`src/clock_ctrl_defines.svh`:
```
// Register offsets, field positions, reset values and wait counts of the clock controller.
// Assumes it is included by bare name from the package and the controller module.
`ifndef CLOCK_CTRL_DEFINES_SVH
`define CLOCK_CTRL_DEFINES_SVH

// ============================================================
// Register byte addresses
`define ADDR_SLOW_OSC_MODE 16'hff58
`define ADDR_PERIPH_DIV 16'hfff3
`define ADDR_STOP_WAIT_SEL 16'hfff4
`define ADDR_CPU_DIV 16'hfffb

// ============================================================
// Field positions inside the byte
`define BIT_CPU_DIV 3'h1
`define BIT_PERIPH_HIGH 3'h1
`define BIT_PERIPH_LOW 3'h0
`define BIT_SLOW_HALT 3'h0
`define BIT_WAIT_HIGH 3'h1
`define BIT_WAIT_LOW 3'h0

// ============================================================
// Reset values
`define RST_CPU_DIV 8'h02
`define RST_PERIPH_DIV 8'h02
`define RST_SLOW_OSC_MODE 8'h00
`define RST_STOP_WAIT_SEL 8'h00

// ============================================================
// Stabilisation waits in system-clock periods
`define WAIT_CODE0_CYCLES 1024
`define WAIT_CODE1_CYCLES 4096
`define WAIT_CODE2_CYCLES 32768
`define WAIT_CODE3_CYCLES 131072
`define WAIT_CNT_W 18

`endif

```
`src/clock_ctrl_pkg.sv`:
```
// Types shared by the clock controller: clock source, sequencer state, bus request, state record.
// Assumes clock_ctrl_defines.svh is on the include path.
`include "clock_ctrl_defines.svh"

package clock_ctrl_pkg;

    // ============================================================
    // System clock source fixed by the nonvolatile option setting.
    typedef enum logic [1:0] {
        SRC_INTERNAL = 2'h0,
        SRC_CRYSTAL = 2'h1,
        SRC_EXTERNAL = 2'h2
    } clk_src_t;

    // ============================================================
    // Oscillator sequencer states.
    typedef enum logic [2:0] {
        ST_BOOT = 3'h0,
        ST_RUN = 3'h1,
        ST_STOP = 3'h2,
        ST_START = 3'h3,
        ST_WAIT = 3'h4
    } osc_state_t;

    // ============================================================
    // One CPU memory access; bitWr marks a single-bit manipulation.
    typedef struct packed {
        logic [15:0] addr;
        logic wrEn;
        logic bitWr;
        logic [2:0] bitSel;
        logic [7:0] wrData;
        logic rdEn;
    } bus_req_t;

    // ============================================================
    // Complete state of the controller.
    typedef struct packed {
        osc_state_t mode;
        clk_src_t srcSel;
        logic slowStoppable;
        logic cpuDiv;
        logic [1:0] perDiv;
        logic slowHalt;
        logic [1:0] waitSel;
        logic [1:0] waitCode;
        logic [`WAIT_CNT_W-1:0] waitCnt;
        logic [3:0] prescale;
        logic cpuClkEn;
        logic periphClkEn;
        logic cpuClkRun;
        logic mainOscRun;
        logic extClkPass;
        logic slowOscRun;
        logic watchdogSlowLock;
        logic oscInPortMode;
        logic oscOutPortMode;
        logic [7:0] rdData;
    } ctrl_state_t;

endpackage : clock_ctrl_pkg

```
`src/system_clock_divider_control.sv`:
```
// Clock-generator control: source selection, CPU and peripheral dividers, slow oscillator
// mode and the post-STOP stabilisation wait, with the four control registers.
// Assumes core_clk is the system clock and all inputs are synchronous to it.
// Functional notes
// - reset loads both dividers with 02H.
// - CPU clock ratio from three divider bits.
// - peripheral divider 01H gives half system clock.
// - peripheral divider 02H gives quarter system clock.
// - dividers accept single-bit and byte writes.
// - non-stoppable option ignores slow mode writes.
// - non-stoppable option locks watchdog to slow oscillator.
// - reset clears slow oscillator mode register.
// - slow halt bit stops slow oscillator.
// - wait codes select 2^10/12/15/17 periods.
// - wait only with crystal, after STOP or reset.
// - wait select takes byte writes only.
// - wait counting starts once oscillation started.
// - source and boot wait from option setting.
// - internal oscillator frees both oscillator pins.
// - STOP halts oscillator or blocks external clock.
`include "clock_ctrl_defines.svh"

module system_clock_divider_control #(
    parameter int unsigned WAIT_CODE0 = `WAIT_CODE0_CYCLES,
    parameter int unsigned WAIT_CODE1 = `WAIT_CODE1_CYCLES,
    parameter int unsigned WAIT_CODE2 = `WAIT_CODE2_CYCLES,
    parameter int unsigned WAIT_CODE3 = `WAIT_CODE3_CYCLES
) (
    input wire logic core_clk,
    input wire logic sys_rst,
    input wire clock_ctrl_pkg::bus_req_t busReq,
    output logic [7:0] rdData,
    input wire clock_ctrl_pkg::clk_src_t optClkSrc,
    input wire logic optSlowStoppable,
    input wire logic [1:0] optResetWait,
    input wire logic stopReq,
    input wire logic stopRelease,
    input wire logic oscStarted,
    output logic cpuClkEn,
    output logic periphClkEn,
    output logic cpuClkRun,
    output logic mainOscRun,
    output logic extClkPass,
    output logic slowOscRun,
    output logic watchdogSlowLock,
    output logic oscInPortMode,
    output logic oscOutPortMode
);

    // ============================================================
    // Helpers

    // Wait length minus one, so the counter spends exactly the full count in ST_WAIT.
    function automatic logic [`WAIT_CNT_W-1:0] waitLoad(input logic [1:0] code);
        logic [`WAIT_CNT_W-1:0] n;
        n = '0;
        case (code)
            2'h0: n = `WAIT_CNT_W'(WAIT_CODE0 - 1);
            2'h1: n = `WAIT_CNT_W'(WAIT_CODE1 - 1);
            2'h2: n = `WAIT_CNT_W'(WAIT_CODE2 - 1);
            default: n = `WAIT_CNT_W'(WAIT_CODE3 - 1);
        endcase
        return n;
    endfunction : waitLoad

    // Prescaler mask for the CPU enable; ratio is mask plus one.
    function automatic logic [3:0] cpuMask(input logic [1:0] per, input logic cpu);
        logic [3:0] m;
        m = 4'h0;
        case ({per, cpu})
            3'b000: m = 4'h0;
            3'b010: m = 4'h1;
            3'b001: m = 4'h3;
            3'b100: m = 4'h3;
            3'b011: m = 4'h7;
            3'b101: m = 4'hf;
            default: m = 4'h0; // Prohibited codes simply run undivided.
        endcase
        return m;
    endfunction : cpuMask

    // Prescaler mask for the peripheral enable.
    function automatic logic [3:0] perMask(input logic [1:0] per);
        logic [3:0] m;
        m = 4'h0;
        if (per[0]) begin
            m = 4'h1;
        end else if (per[1]) begin
            m = 4'h3;
        end
        return m;
    endfunction : perMask

    // Merges a byte or single-bit write into the old register byte.
    function automatic logic [7:0] mergeByte(input logic [7:0] old, input clock_ctrl_pkg::bus_req_t r);
        logic [7:0] b;
        b = r.wrData;
        if (r.bitWr) begin
            b = old;
            b[r.bitSel] = r.wrData[0];
        end
        return b;
    endfunction : mergeByte

    // ============================================================
    // State

    clock_ctrl_pkg::ctrl_state_t st_reg;
    clock_ctrl_pkg::ctrl_state_t st_next;
    logic [7:0] cpuByte;
    logic [7:0] perByte;
    logic [7:0] slowByte;
    logic [7:0] waitByte;

    // Readback images; reserved bits read as zero.
    always_comb begin
        cpuByte = 8'h00;
        cpuByte[`BIT_CPU_DIV] = st_reg.cpuDiv;
        perByte = 8'h00;
        perByte[`BIT_PERIPH_HIGH] = st_reg.perDiv[1];
        perByte[`BIT_PERIPH_LOW] = st_reg.perDiv[0];
        slowByte = 8'h00;
        slowByte[`BIT_SLOW_HALT] = st_reg.slowHalt;
        waitByte = 8'h00;
        waitByte[`BIT_WAIT_HIGH] = st_reg.waitSel[1];
        waitByte[`BIT_WAIT_LOW] = st_reg.waitSel[0];
    end

    // ============================================================
    // Next-state logic: register writes, sequencer, prescaler and output images.
    always_comb begin
        logic [7:0] m;
        m = 8'h00;
        st_next = st_reg;

        // Register writes; the divider pair takes bit or byte writes.
        if (busReq.wrEn) begin
            if (busReq.addr == `ADDR_CPU_DIV) begin
                m = mergeByte(cpuByte, busReq);
                st_next.cpuDiv = m[`BIT_CPU_DIV];
            end else if (busReq.addr == `ADDR_PERIPH_DIV) begin
                m = mergeByte(perByte, busReq);
                st_next.perDiv = {m[`BIT_PERIPH_HIGH], m[`BIT_PERIPH_LOW]};
            end else if (busReq.addr == `ADDR_SLOW_OSC_MODE) begin
                // Locked option makes the mode register inert.
                if (st_reg.slowStoppable) begin
                    m = mergeByte(slowByte, busReq);
                    st_next.slowHalt = m[`BIT_SLOW_HALT];
                end
            end else if (busReq.addr == `ADDR_STOP_WAIT_SEL) begin
                if (!busReq.bitWr) begin
                    st_next.waitSel = {busReq.wrData[`BIT_WAIT_HIGH], busReq.wrData[`BIT_WAIT_LOW]};
                end
            end
        end

        // Registered read port; unmapped addresses return zero.
        if (busReq.rdEn) begin
            if (busReq.addr == `ADDR_CPU_DIV) begin
                st_next.rdData = cpuByte;
            end else if (busReq.addr == `ADDR_PERIPH_DIV) begin
                st_next.rdData = perByte;
            end else if (busReq.addr == `ADDR_SLOW_OSC_MODE) begin
                st_next.rdData = slowByte;
            end else if (busReq.addr == `ADDR_STOP_WAIT_SEL) begin
                st_next.rdData = waitByte;
            end else begin
                st_next.rdData = 8'h00;
            end
        end

        // Oscillator sequencer.
        case (st_reg.mode)
            clock_ctrl_pkg::ST_BOOT: begin
                // Straps are caught one edge after reset release, never under reset.
                st_next.srcSel = optClkSrc;
                st_next.slowStoppable = optSlowStoppable;
                if (optClkSrc == clock_ctrl_pkg::SRC_CRYSTAL) begin
                    st_next.waitCode = optResetWait;
                    st_next.mode = clock_ctrl_pkg::ST_START;
                end else begin
                    st_next.mode = clock_ctrl_pkg::ST_RUN;
                end
            end
            clock_ctrl_pkg::ST_RUN: begin
                if (stopReq) begin
                    st_next.mode = clock_ctrl_pkg::ST_STOP;
                end
            end
            clock_ctrl_pkg::ST_STOP: begin
                if (stopRelease) begin
                    if (st_reg.srcSel == clock_ctrl_pkg::SRC_CRYSTAL) begin
                        st_next.waitCode = st_reg.waitSel;
                        st_next.mode = clock_ctrl_pkg::ST_START;
                    end else begin
                        st_next.mode = clock_ctrl_pkg::ST_RUN;
                    end
                end
            end
            clock_ctrl_pkg::ST_START: begin
                // The start-up interval is not part of the wait.
                if (oscStarted) begin
                    st_next.waitCnt = waitLoad(st_reg.waitCode);
                    st_next.mode = clock_ctrl_pkg::ST_WAIT;
                end
            end
            clock_ctrl_pkg::ST_WAIT: begin
                if (st_reg.waitCnt == '0) begin
                    st_next.mode = clock_ctrl_pkg::ST_RUN;
                end else begin
                    st_next.waitCnt = st_reg.waitCnt - 1'b1;
                end
            end
            default: begin
                st_next.mode = clock_ctrl_pkg::ST_BOOT;
            end
        endcase

        // Prescaler runs only while the CPU clock runs, so ratios restart cleanly.
        st_next.cpuClkEn = 1'b0;
        st_next.periphClkEn = 1'b0;
        st_next.prescale = 4'h0;
        if (st_next.mode == clock_ctrl_pkg::ST_RUN) begin
            st_next.prescale = st_reg.prescale + 4'h1;
            st_next.cpuClkEn = (st_reg.prescale & cpuMask(st_next.perDiv, st_next.cpuDiv))
                               == cpuMask(st_next.perDiv, st_next.cpuDiv);
            st_next.periphClkEn = (st_reg.prescale & perMask(st_next.perDiv))
                                  == perMask(st_next.perDiv);
        end

        // Output images, taken from the next state so the ports come from flops.
        st_next.cpuClkRun = st_next.mode == clock_ctrl_pkg::ST_RUN;
        st_next.mainOscRun = st_next.srcSel != clock_ctrl_pkg::SRC_EXTERNAL
                             && st_next.mode != clock_ctrl_pkg::ST_STOP;
        st_next.extClkPass = st_next.srcSel == clock_ctrl_pkg::SRC_EXTERNAL
                             && st_next.mode == clock_ctrl_pkg::ST_RUN;
        st_next.slowOscRun = !(st_next.slowStoppable && st_next.slowHalt);
        st_next.watchdogSlowLock = !st_next.slowStoppable;
        st_next.oscInPortMode = st_next.srcSel == clock_ctrl_pkg::SRC_INTERNAL;
        st_next.oscOutPortMode = st_next.srcSel != clock_ctrl_pkg::SRC_CRYSTAL;
    end

    // ============================================================
    // State register; the wait select has no documented reset but is cleared for determinism.
    always_ff @(posedge core_clk or posedge sys_rst) begin
        if (sys_rst) begin
            st_reg <= '0;
            st_reg.mode <= clock_ctrl_pkg::ST_BOOT;
            st_reg.srcSel <= clock_ctrl_pkg::SRC_INTERNAL;
            st_reg.cpuDiv <= 1'(`RST_CPU_DIV >> `BIT_CPU_DIV);
            st_reg.perDiv <= 2'(`RST_PERIPH_DIV);
            st_reg.slowHalt <= 1'(`RST_SLOW_OSC_MODE >> `BIT_SLOW_HALT);
            st_reg.waitSel <= 2'(`RST_STOP_WAIT_SEL);
            st_reg.slowOscRun <= 1'b1;
            st_reg.watchdogSlowLock <= 1'b1;
            st_reg.mainOscRun <= 1'b1;
        end else begin
            st_reg <= st_next;
        end
    end

    // ============================================================
    // Ports straight from the state flops.
    assign rdData = st_reg.rdData;
    assign cpuClkEn = st_reg.cpuClkEn;
    assign periphClkEn = st_reg.periphClkEn;
    assign cpuClkRun = st_reg.cpuClkRun;
    assign mainOscRun = st_reg.mainOscRun;
    assign extClkPass = st_reg.extClkPass;
    assign slowOscRun = st_reg.slowOscRun;
    assign watchdogSlowLock = st_reg.watchdogSlowLock;
    assign oscInPortMode = st_reg.oscInPortMode;
    assign oscOutPortMode = st_reg.oscOutPortMode;

    // ============================================================
    // Checks. Helper counts the CPU enable period while the divider setting holds still.
    logic [4:0] gapCnt;
    logic gapDirty;
    always_ff @(posedge core_clk or posedge sys_rst) begin
        if (sys_rst) begin
            gapCnt <= 5'h0;
            gapDirty <= 1'b1;
        end else begin
            gapCnt <= cpuClkEn ? 5'h1 : gapCnt + 5'h1;
            if (cpuClkEn) begin
                gapDirty <= 1'b0;
            end
            if (st_reg.mode != clock_ctrl_pkg::ST_RUN || st_next.cpuDiv != st_reg.cpuDiv
                || st_next.perDiv != st_reg.perDiv) begin
                gapDirty <= 1'b1;
            end
        end
    end
endmodule : system_clock_divider_control

```
`config.mk`:
```
export PLATFORM = sky130hd
export DESIGN_NAME = system_clock_divider_control
export DESIGN_NICKNAME = d
export VERILOG_FILES = /design/src/clock_ctrl_pkg.sv /design/src/system_clock_divider_control.sv
export VERILOG_INCLUDE_DIRS = /design/src
export SDC_FILE = /design/constraint.sdc
export NUM_CORES = 1
export LEC_CHECK = 0
export ABC_AREA = 1
export BUFFER_PORTS_ARGS = -buffer_cell sky130_fd_sc_hd__buf_2
export CORE_UTILIZATION = 29
export DETAILED_ROUTE_END_ITERATION = 10
export SLEW_MARGIN = 40
export SYNTH_ARGS = -nofsm -noshare
export SYNTH_HDL_FRONTEND = slang
export SYNTH_SLANG_ARGS = --single-unit
export TNS_END_PERCENT = 5
```
`constraint.sdc`:
```
create_clock -name core_clk -period 3.05 [get_ports core_clk]
set_input_delay 0.61 -clock core_clk [delete_from_list [all_inputs] [get_ports core_clk]]
set_output_delay 0.61 -clock core_clk [all_outputs]
set_load 0.01 [all_outputs]
```
==> metrics.txt, run 1 <==
outcome complete, no violations; pin count of the biggest net entering global routing 48; first-pass GRT wire length 10.0 mm; Syn. warnings 0; internal power 1.29 mW; Die Span X 99.6 um; endpoint kind of the worst setup timing path flop; Rel. slew slack 0.614; fraction of final layout cells sized beyond drive strength 1 0.238; beginning of the worst register-to-register path st_reg[33]; share of power burned in registers 0.418; total detailed-routing wirelength 5.86 mm; die extent in y 99.6 um; most common library cell in the layout ignoring fill and taps sky130_fd_sc_hd__nand2_1; CP arrival 1950 ps; cell count after synthesis 364; routed wire length per instance 10.8 um; Worst Setup Path Type flop to flop; clock insertion delay at the later pin of the skew report 300 ps; Antenna Cells 0; number of buffers created by CTS 5; cell type with the highest occurrence count on the critical path sky130_fd_sc_hd__nand2_1; Core Region 0.00924 mm2; residual overflow from global routing 0; relative area change from synthesis to final layout 15.1%; count of buffers from port buffering 44; Pre-Repair DR Iteration Count 4; Clock H-tree levels 2; Gate power share 0.410; Post-Syn Area 0.00276 mm2; leading area contributor after synthesis sky130_fd_sc_hd__dfrtp_1; Final setup violation count 0; final weighted congestion in routability-driven placement 0.814; type of element launching the critical path flop; RR Endpoint st_reg[28]; fill cell total of the finished layout 952; clock-pin slew on the worst setup and hold paths 90 ps; Syn Area/Cell 7.59 um2; number of buffers inserted for hold repair after clock tree synthesis 0; required time at the worst-slack endpoint 3220 ps; total of cells resized after clock tree synthesis 0; post-layout power 2.21 mW; placed wire-length estimate after detailed placement 4.54 mm; share of Yosys cell area claimed by the top area cell type 0.381; most used cells in the layout excluding fill and tap cells sky130_fd_sc_hd__nand2_1 (78), sky130_fd_sc_hd__inv_1 (52), sky130_fd_sc_hd__nor2_1 (46); switching share of power 0.416; number of pins with negative max-slew slack in the final report 0; TritonCTS sink count 47; Unique masters post-synth 39; Hold Path Class input pin to async pin; number of failing hold endpoints at the final stage 0; ratio of routed vias to standard cells 4.46; highest-delay cell along the critical path sky130_fd_sc_hd__dfrtp_1; Cell Area, Placed 0.00309 mm2; biggest area contributors in the synthesized netlist sky130_fd_sc_hd__dfrtp_1 (38%), sky130_fd_sc_hd__nand2_1 (11%), sky130_fd_sc_hd__inv_1 (7.2%); via count of the first global-routing pass 2,245; transition time at the pin with the least slew margin 579 ps; total stage count of the critical path 9; Die Area 0.00992 mm2; clock tree from TritonCTS yes; violation count after the first detailed-route iteration 69; Clock Path Buffers 2; Top-Level Pins 57; share of the cycle needed by the critical path after routing 0.581; antenna violations before repair 0; via count of the routed design 2,414; post-CTS setup-driven buffer insertion count 0; leakage power summed over all cells 1.56 nW; setup repair after global routing missed its margin no; maximum capacitance violations 0; stage delay of the slowest cell on the critical path 380 ps; Cell Rows 35; initial core utilization 0.299; net switching power 920 uW; peak clock frequency supported by timing 0.564 GHz; Final nets 454; pwr dens 696 mW/mm2; Worst VDD drop 0.000473 V; flip-flop count of the largest register after layout 32; final non-filler cell area 0.00318 mm2; Final TNS setup 0 ps; highest net fanout along the worst path 18; overall track demand over capacity in global routing 0.125; chain of cells forming the critical path inv_2 > nand2_1 > nor2_1 > and2_1 > nand3_2 > nand2_4 > inv_4 > nand2_1 > o211ai_1; family with the most delay on the worst path simple AND/OR/NAND/NOR gates; number of cells on the worst reg-to-reg path 9; Min Hold Slack 372 ps; worst clock skew 9.08 ps; total of flip-flops plus latches after synthesis 47; CTS root buf sky130_fd_sc_hd__clkbuf_8; clock network fraction of design power 0.172; reg2reg setup slack 1280 ps; fraction of the yosys area taken by sequential cells 0.428; residual DRC count 0; shortest clock period the worst path allows after layout 1770 ps; crit path buf inv count 2; residual antenna-violating net count after detailed routing 0
==> per-stage QoR <==
stage,utilization,std cells,setup WS (ps)
6_report,0.344,541,1280
5_1_grt,0.344,541,1090
4_1_cts,0.344,541,1300
3_5_place_dp,0.335,533,1040
3_3_place_gp,0.334,533,1090
2_1_floorplan,-,369,1330
==> layout make-up <==
class	instances	area (um2)	area share
Tap cell	129	161	0.0508
Timing Repair Buffer	44	220	0.0693
Clock buffer	6	72.6	0.0228
Multi-Input combinational cell	249	1280	0.403
Inverter	64	248	0.0780
Sequential cell	47	1180	0.372
Clock inverter	2	12.5	0.00394
==> power groups by stage <==
stage / sequential (mW) / clock (mW) / combinational [mW]
after floorplan: 0.942 / 0 / 0.694
after global placement: 0.929 / 0 / 0.896
after detailed placement: 0.937 / 0 / 0.914
after CTS: 0.925 / 0.394 / 0.919
after global routing: 0.951 / 0.417 / 1.02
final: 0.925 / 0.379 / 0.906
==> layer usage <==
| layer | wire length [um] | global-route usage |
|---|---|---|
| met4 | 110 | 0.0452 |
| met1 | 2720 | 0.151 |
| met2 | 2850 | 0.221 |
| met5 | 0 | 0 |
| met3 | 185 | 0.0246 |
==> cells in the mapped netlist <==
cell type,count
sky130_fd_sc_hd__dfstp_2,5
sky130_fd_sc_hd__nand3b_1,1
sky130_fd_sc_hd__dfrtp_1,42
sky130_fd_sc_hd__nand2_2,3
sky130_fd_sc_hd__o21ai_1,11
sky130_fd_sc_hd__nor2_4,1
sky130_fd_sc_hd__a21oi_2,1
sky130_fd_sc_hd__xor2_1,1
sky130_fd_sc_hd__a31oi_1,3
sky130_fd_sc_hd__o21ai_0,13
sky130_fd_sc_hd__nand3_2,2
sky130_fd_sc_hd__or2_2,2
sky130_fd_sc_hd__nor4_1,1
sky130_fd_sc_hd__nor3b_1,1
sky130_fd_sc_hd__conb_1,1
sky130_fd_sc_hd__buf_6,1
sky130_fd_sc_hd__nand4_2,1
sky130_fd_sc_hd__ha_1,3
sky130_fd_sc_hd__and2_1,1
sky130_fd_sc_hd__nand4_1,2
sky130_fd_sc_hd__nor2_8,2
sky130_fd_sc_hd__buf_4,8
sky130_fd_sc_hd__nor2_2,13
sky130_fd_sc_hd__nor2_1,46
sky130_fd_sc_hd__xnor2_1,2
sky130_fd_sc_hd__a21oi_1,15
sky130_fd_sc_hd__inv_2,9
sky130_fd_sc_hd__a22oi_1,8
sky130_fd_sc_hd__nand2_1,78
sky130_fd_sc_hd__nand3_1,18
sky130_fd_sc_hd__inv_4,2
sky130_fd_sc_hd__o211ai_1,3
sky130_fd_sc_hd__nor3_1,5
sky130_fd_sc_hd__nand2_4,1
sky130_fd_sc_hd__nor3b_2,1
sky130_fd_sc_hd__nand4_4,1
sky130_fd_sc_hd__o31ai_1,1
sky130_fd_sc_hd__inv_1,53
sky130_fd_sc_hd__nor3_2,2
==> cells by family after synthesis <==
| group | synth area share |
|---|---|
| XOR/XNOR | 0.00952 |
| other | 0.00136 |
| adder cells (fa/ha/maj) | 0.0136 |
| flip-flops | 0.428 |
| buffers and inverters | 0.115 |
| AO/OA/AOI/OAI | 0.113 |
| AND/OR/NAND/NOR | 0.319 |
==> worst max path at each step <==
stage	startpoint	to
2_1_floorplan	sys_rst	cpuClkEn
3_3_place_gp	busReq[16]	cpuClkEn
3_5_place_dp	busReq[16]	cpuClkEn
4_1_cts	st_reg[33]	st_reg[28]
5_1_grt	st_reg[52]	st_reg[26]
6_report	st_reg[33]	st_reg[28]
(Power assumes the default switching activity.)
==> inputs of run 2 (changes only) <==
--- a/config.mk
+++ b/config.mk
@@ -6,7 +6,7 @@
 export SDC_FILE = /design/constraint.sdc
 export NUM_CORES = 1
 export LEC_CHECK = 0
-export ABC_AREA = 1
+export ABC_AREA = 0
 export BUFFER_PORTS_ARGS = -buffer_cell sky130_fd_sc_hd__buf_2
 export CORE_UTILIZATION = 29
 export DETAILED_ROUTE_END_ITERATION = 10
==> constraint.sdc (replaced) <==
create_clock -name core_clk -period 1.8 [get_ports core_clk]
set_input_delay 0.36 -clock core_clk [delete_from_list [all_inputs] [get_ports core_clk]]
set_output_delay 0.36 -clock core_clk [all_outputs]
set_load 0.01 [all_outputs]
==> run 2 against run 1 <==
  * Worst hold slack lost 290 ps
  * Highest routed layer unchanged
  * Critical path type unchanged
  * The run now ends with negative setup slack left
  * Setup slack lost 1600 ps
  * Routed wire length down 4.1%
  * Combinational power increased by 98%
==> metrics.txt, run 2 <==
Worst Setup Path Type flop to flop; Clock Path Buffers 2; first-pass GRT wire length 9.52 mm; leakage power summed over all cells 1.55 nW; required time at the worst-slack endpoint 1990 ps; failing checks negative setup slack; main flop type after synthesis sky130_fd_sc_hd__dfrtp_1; maximum capacitance violations 0; number of buffers inserted for hold repair after clock tree synthesis 0; Unique masters post-synth 58; cell count after synthesis 252; total detailed-routing wirelength 5.63 mm; number of cells in the design after placement 448; die extent in y 94.3 um; Antenna Cells 0; clock insertion delay at the later pin of the skew report 300 ps; violation count after the first detailed-route iteration 86; via count of the first global-routing pass 2,126; placed wire-length estimate after detailed placement 4.28 mm; post-CTS setup-driven buffer insertion count 0; total of flip-flops plus latches after synthesis 47; endpoint kind of the worst setup timing path flop; fraction of final layout cells sized beyond drive strength 1 0.410; count of non-filler cells in the finished layout 456; capture point of the worst path st_reg[29]; final core occ 0.404; fraction of the yosys area taken by sequential cells 0.478; beginning of the worst register-to-register path st_reg[26]; Core Region 0.00822 mm2; pre-CTS setup slack -340 ps; Syn Area/Cell 9.81 um2; share of Yosys cell area claimed by the top area cell type 0.425; number of failing hold endpoints at the final stage 0; most common library cell in the layout ignoring fill and taps sky130_fd_sc_hd__buf_4; Post-Syn Area 0.00247 mm2; initial core utilization 0.301; Pre-Repair DR Iteration Count 4; CP arrival 2280 ps; residual antenna-violating net count after detailed routing 0; via count of the routed design 2,198; Die Span X 94.3 um; peak clock frequency supported by timing 0.480 GHz; number of cells on the worst reg-to-reg path 8; CTS root buf sky130_fd_sc_hd__clkbuf_8; Clock H-tree levels 2; highest net fanout along the worst path 12; residual overflow from global routing 0; flip-flop count of the largest register after layout 32; routed wire length per instance 12.3 um; outcome finished with violations; relative area change from synthesis to final layout 34.3%; leading cell type by number of instances after synthesis sky130_fd_sc_hd__dfrtp_1; ratio of routed vias to standard cells 4.82; pwr dens 1210 mW/mm2; Final nets 393; Cell Rows 33; Syn. warnings 0; TritonCTS sink count 47; biggest area contributors in the synthesized netlist sky130_fd_sc_hd__dfrtp_1 (43%), sky130_fd_sc_hd__dfstp_2 (5.3%), sky130_fd_sc_hd__nand2_1 (3.9%); fill cell total of the finished layout 800; worst clock skew 6.86 ps; Hold Path Class input pin to async pin; clock tree from TritonCTS yes; final worst slack -282 ps; count of buffers from port buffering 44; most used cells in the layout excluding fill and tap cells sky130_fd_sc_hd__buf_4 (52), sky130_fd_sc_hd__buf_2 (44), sky130_fd_sc_hd__dfrtp_1 (42); final weighted congestion in routability-driven placement 0.868; type of element launching the critical path flop; clock-pin slew on the worst setup and hold paths 90 ps; share of the cycle needed by the critical path after routing 1.16; reg2reg setup slack -280 ps; leading area contributor after synthesis sky130_fd_sc_hd__dfrtp_1; synth cell count leaders sky130_fd_sc_hd__dfrtp_1 (42), sky130_fd_sc_hd__nand2_1 (26), sky130_fd_sc_hd__nor2_1 (22), sky130_fd_sc_hd__inv_1 (13), sky130_fd_sc_hd__o21ai_0 (11); antenna violations before repair 0; Die Area 0.00889 mm2; shortest clock period the worst path allows after layout 2080 ps; pin count of the biggest net entering global routing 48; Worst VDD drop 0.000649 V; setup repair after global routing missed its margin yes; number of buffers created by CTS 5; EDFF count, synth 0; post-synthesis async set-or-reset flop share 1.00; number of pins with negative max-slew slack in the final report 0; Cell Area, Placed 0.00318 mm2; Final setup violation count 24; Top-Level Pins 57; final non-filler cell area 0.00332 mm2; RR Endpoint st_reg[29]; overall track demand over capacity in global routing 0.135; residual DRC count 0; Worst setup startpoint st_reg[26]
[run 2: changes by cell type in the layout (fill, tap and decap cells not counted), moves of 5 or more]
cell | previous run | this run
sky130_fd_sc_hd__inv_2 | 9 | 3
sky130_fd_sc_hd__a22oi_1 | 8 | 2
sky130_fd_sc_hd__inv_1 | 52 | 10
sky130_fd_sc_hd__mux2i_1 | 0 | 5
sky130_fd_sc_hd__nor2_1 | 46 | 19
sky130_fd_sc_hd__nand2_1 | 78 | 25
sky130_fd_sc_hd__nor2_2 | 13 | 3
sky130_fd_sc_hd__o21ai_1 | 11 | 4
sky130_fd_sc_hd__xor2_1 | 1 | 8
sky130_fd_sc_hd__buf_4 | 0 | 52
sky130_fd_sc_hd__nand3_1 | 18 | 7
sky130_fd_sc_hd__a21oi_1 | 15 | 8
[run 2: power by group]
group	leakage, nW	switching (mW)	total, mW	internal, mW
Combinational	0.948	0.915	1.79	0.872
Clock	0.0477	0.345	0.612	0.266
Sequential	0.554	0.201	1.60	1.40
[run 2: worst min-delay path by stage]
stage / end
floorplan: watchdogSlowLock
global placement: rdData[1]
detailed placement: slowByte[0]
CTS: slowByte[0]
global route: slowByte[0]
finish: slowByte[0]
[run 2: final cells by class]
cell class                 count  area, um2  share of cell area
multi-input combinational    184       1220               0.369
sequential                    47       1180               0.356
timing repair buffer          98        642               0.193
tap                          105        131              0.0396
clock buffer                   5       68.8              0.0207
inverter                      14       55.1              0.0166
clock inverter                 3       15.0             0.00452
[run 2: metal layers]
layer	GRT usage	up-vias	share of wire
li1	-	1088	-
met1	0.174	1060	0.46
met2	0.227	44	0.50
met3	0.0267	6	0.027
met4	0.0410	0	0.010
met5	0	-	0
[run 2: cell families (layout without fill, tap and decap cells)]
family / Yosys count / after routing / share of synthesized area
xor+xnor: 12 / 12 / 0.0425
simple gates: 103 / 103 / 0.232
compound gates: 52 / 52 / 0.140
fa+ha+maj: 3 / 3 / 0.0152
flops: 47 / 47 / 0.478
other cells: 1 / 6 / 0.00152
mux: 8 / 8 / 0.0339
buf+inv: 26 / 120 / 0.0557
[run 2: repair_timing]
| action | 4_1_cts | 5_1_grt |
|---|---|---|
| setup endpoints to repair | 27 | 32 |
| pin swaps | 2 | 5 |
| cloned | 0 | 0 |
| gates resized for setup | 9 | 8 |
[run 2: per-stage QoR]
stage / hold WS [ps] / total power [mW] / TNS [ps]
global route: 102 / 4.31 / -6490
CTS: 93.8 / 4.03 / -3230
detailed placement: 419 / 3.33 / -5850
floorplan: 407 / 2.55 / -4630
global placement: 422 / 3.28 / -5260
finish: 81.6 / 4.00 / -4010
[run 2: worst max-delay path: stages, from the launching register on]
cell and delay [ps]:
sky130_fd_sc_hd__dfrtp_1 390, sky130_fd_sc_hd__or4_4 570, sky130_fd_sc_hd__nor3_4 230, sky130_fd_sc_hd__a31oi_2 150, sky130_fd_sc_hd__nor2_4 150, sky130_fd_sc_hd__inv_4 90, sky130_fd_sc_hd__and3_4 180, sky130_fd_sc_hd__xnor2_1 130
sky130_fd_sc_hd__nand2_1 60
==> inputs of run 3 (changes only) <==
--- a/config.mk
+++ b/config.mk
@@ -10,6 +10,7 @@
 export BUFFER_PORTS_ARGS = -buffer_cell sky130_fd_sc_hd__buf_2
 export CORE_UTILIZATION = 29
 export DETAILED_ROUTE_END_ITERATION = 10
+export GPL_TIMING_DRIVEN = 0
 export SLEW_MARGIN = 40
 export SYNTH_ARGS = -nofsm -noshare
 export SYNTH_HDL_FRONTEND = slang
==> constraint.sdc (replaced) <==
create_clock -name core_clk -period 2.05 [get_ports core_clk]
set_input_delay 0.41 -clock core_clk [delete_from_list [all_inputs] [get_ports core_clk]]
set_output_delay 0.41 -clock core_clk [all_outputs]
set_load 0.01 [all_outputs]
==> run 3 against run 2 <==
  * The run still ends with negative setup slack left
  * Global-route usage fell by 0.55 points
  * First-iteration DRC count fell by 20%
  * Setup slack gained 240 ps
  * Critical endpoint is now cpuClkEn
  * Largest cell class unchanged
  * Largest power group is now sequential cells
==> metrics.txt, run 3 (same netlist as run 2, synthesis figures left out) <==
clock-pin slew on the worst setup and hold paths 100 ps; via count of the routed design 2,075; outcome finished with violations; area used by sequential logic in the layout 0.00118 mm2; Multi-input gate area 0.00128 mm2; Antenna Cells 0; peak clock frequency supported by timing 0.478 GHz; number of failing hold endpoints at the final stage 0; clock insertion delay at the later pin of the skew report 310 ps; most common library cell in the layout ignoring fill and taps sky130_fd_sc_hd__buf_2; die extent in y 94.3 um; required time at the worst-slack endpoint 2270 ps; fraction of final layout cells sized beyond drive strength 1 0.344; CTS root buf sky130_fd_sc_hd__clkbuf_8; final weighted congestion in routability-driven placement 0.792; failing checks negative setup slack; number of buffers created by CTS 5; residual overflow from global routing 0; final worst slack -42.3 ps; TritonCTS sink count 47; Die Span X 94.3 um; post-layout power 3.40 mW; Die Area 0.00889 mm2; overall track demand over capacity in global routing 0.129; Final setup violation count 7; first-pass GRT wire length 8.94 mm; total detailed-routing wirelength 5.45 mm; pwr dens 1080 mW/mm2; setup repair after global routing missed its margin yes; placed wire-length estimate after detailed placement 3.92 mm; leakage power summed over all cells 1.41 nW; routed wire length per instance 12.8 um; final core occ 0.384; transition time at the pin with the least slew margin 510 ps; residual antenna-violating net count after detailed routing 0; Min Hold Slack 249 ps; count of buffers from port buffering 44; type of element launching the critical path flop; Pre-Repair DR Iteration Count 4; initial core utilization 0.301; residual DRC count 0; pin count of the biggest net entering global routing 37; share of the cycle needed by the critical path after routing 1.02; Rel. slew slack 0.660; Final nets 362; highest net fanout along the worst path 7; CP arrival 2310 ps; Worst VDD drop 0.000650 V; number of pins with negative max-slew slack in the final report 0; most used cells in the layout excluding fill and tap cells sky130_fd_sc_hd__buf_2 (44), sky130_fd_sc_hd__dfrtp_1 (42), sky130_fd_sc_hd__nand2_1 (25); via count of the first global-routing pass 1,965; fill cell total of the finished layout 807; Clock H-tree levels 2; flip-flop count of the largest register after layout 32; antenna violations before repair 0; maximum capacitance violations 0; Final TNS setup -164 ps; Clock Path Buffers 2; relative area change from synthesis to final layout 27.6%; Top-Level Pins 57; Worst Setup Path Type flop to flop; ratio of routed vias to standard cells 4.88; Cell Rows 33; Core Region 0.00822 mm2; violation count after the first detailed-route iteration 69; clock tree from TritonCTS yes; worst clock skew 5.14 ps; endpoint kind of the worst setup timing path flop; shortest clock period the worst path allows after layout 2090 ps; Hold Path Class input pin to flop
==> run 3: cell count changes in the layout (fill, tap and decap cells not counted), sizes merged <==
cell,delta
clkinvlp,+1
buf,-34
inv,+2
clkbuf,+2
clkinv,-3
dlygate4sd3,+1
==> run 3: worst paths after layout <==
path | slack (ps) | depth (start not counted) | endpoint | startpoint
setup / recovery | -40 | 6 | cpuClkEn | st_reg[26]
hold / removal | 250 | 2 | watchdogSlowLock | optSlowStoppable
setup reg to reg | -40 | 6 | cpuClkEn | st_reg[26]
hold reg to reg | 470 | 1 | watchdogSlowLock | st_reg[47]
max in group asynchronous | 1020 | 4 | slowOscRun | sys_rst
min in group asynchronous | 550 | 3 | st_reg[27] | sys_rst
==> run 3: per-stage QoR <==
stage | instances | worst slack (ps) | instance area (um2)
global placement | 406 | -343 | 2850
detailed placement | 407 | -439 | 2870
global route | 425 | -131 | 3150
CTS | 424 | -121 | 3100
floorplan | 257 | -49.7 | 2490
finish | 425 | -42.3 | 3150
==> run 3: critical path: stages, from the launching register on <==
cell and delay [ps]:
sky130_fd_sc_hd__dfrtp_1 400, sky130_fd_sc_hd__or4_4 560, sky130_fd_sc_hd__nor3_4 260, sky130_fd_sc_hd__nand4_1 180, sky130_fd_sc_hd__nand2_2 160, sky130_fd_sc_hd__nand3_4 150
sky130_fd_sc_hd__a211oi_2 290
==> run 3: final cells by class <==
type,count,share of cell area
well taps,105,0.0417
clock inverters,3,0.00873
inverters,14,0.0183
plain buffers,12,0.0262
repair buffers,55,0.102
clock buffers,5,0.0218
multi-input cells,184,0.406
flip-flops and latches,47,0.375
==> run 3: metal layers <==
metal | vias to the layer above | routed length [um] | share of wire | track usage
li1 | 1022 | - | - | -
met1 | 980 | 2350 | 0.43 | 0.157
met2 | 65 | 2720 | 0.50 | 0.227
met3 | 8 | 310 | 0.057 | 0.0283
met4 | 0 | 77 | 0.014 | 0.0385
met5 | - | 0 | 0 | 0
==> run 3: repair_timing <==
action / 4_1_cts / 5_1_grt
hold buffers: 1 / 0
setup endpoints to repair: 27 / 28
endpoints found under the hold margin: 6 / 0
pin swaps: 11 / 5
buffers inserted: 8 / 1
gates resized for setup: 13 / 11
==> run 3: report_power, final <==
part / total (mW) / internal (mW) / switching, mW / leakage, nW
sequential: 1.48 / 1.23 / 0.249 / 0.554
combinational: 1.31 / 0.557 / 0.758 / 0.809
clock: 0.603 / 0.253 / 0.350 / 0.0467
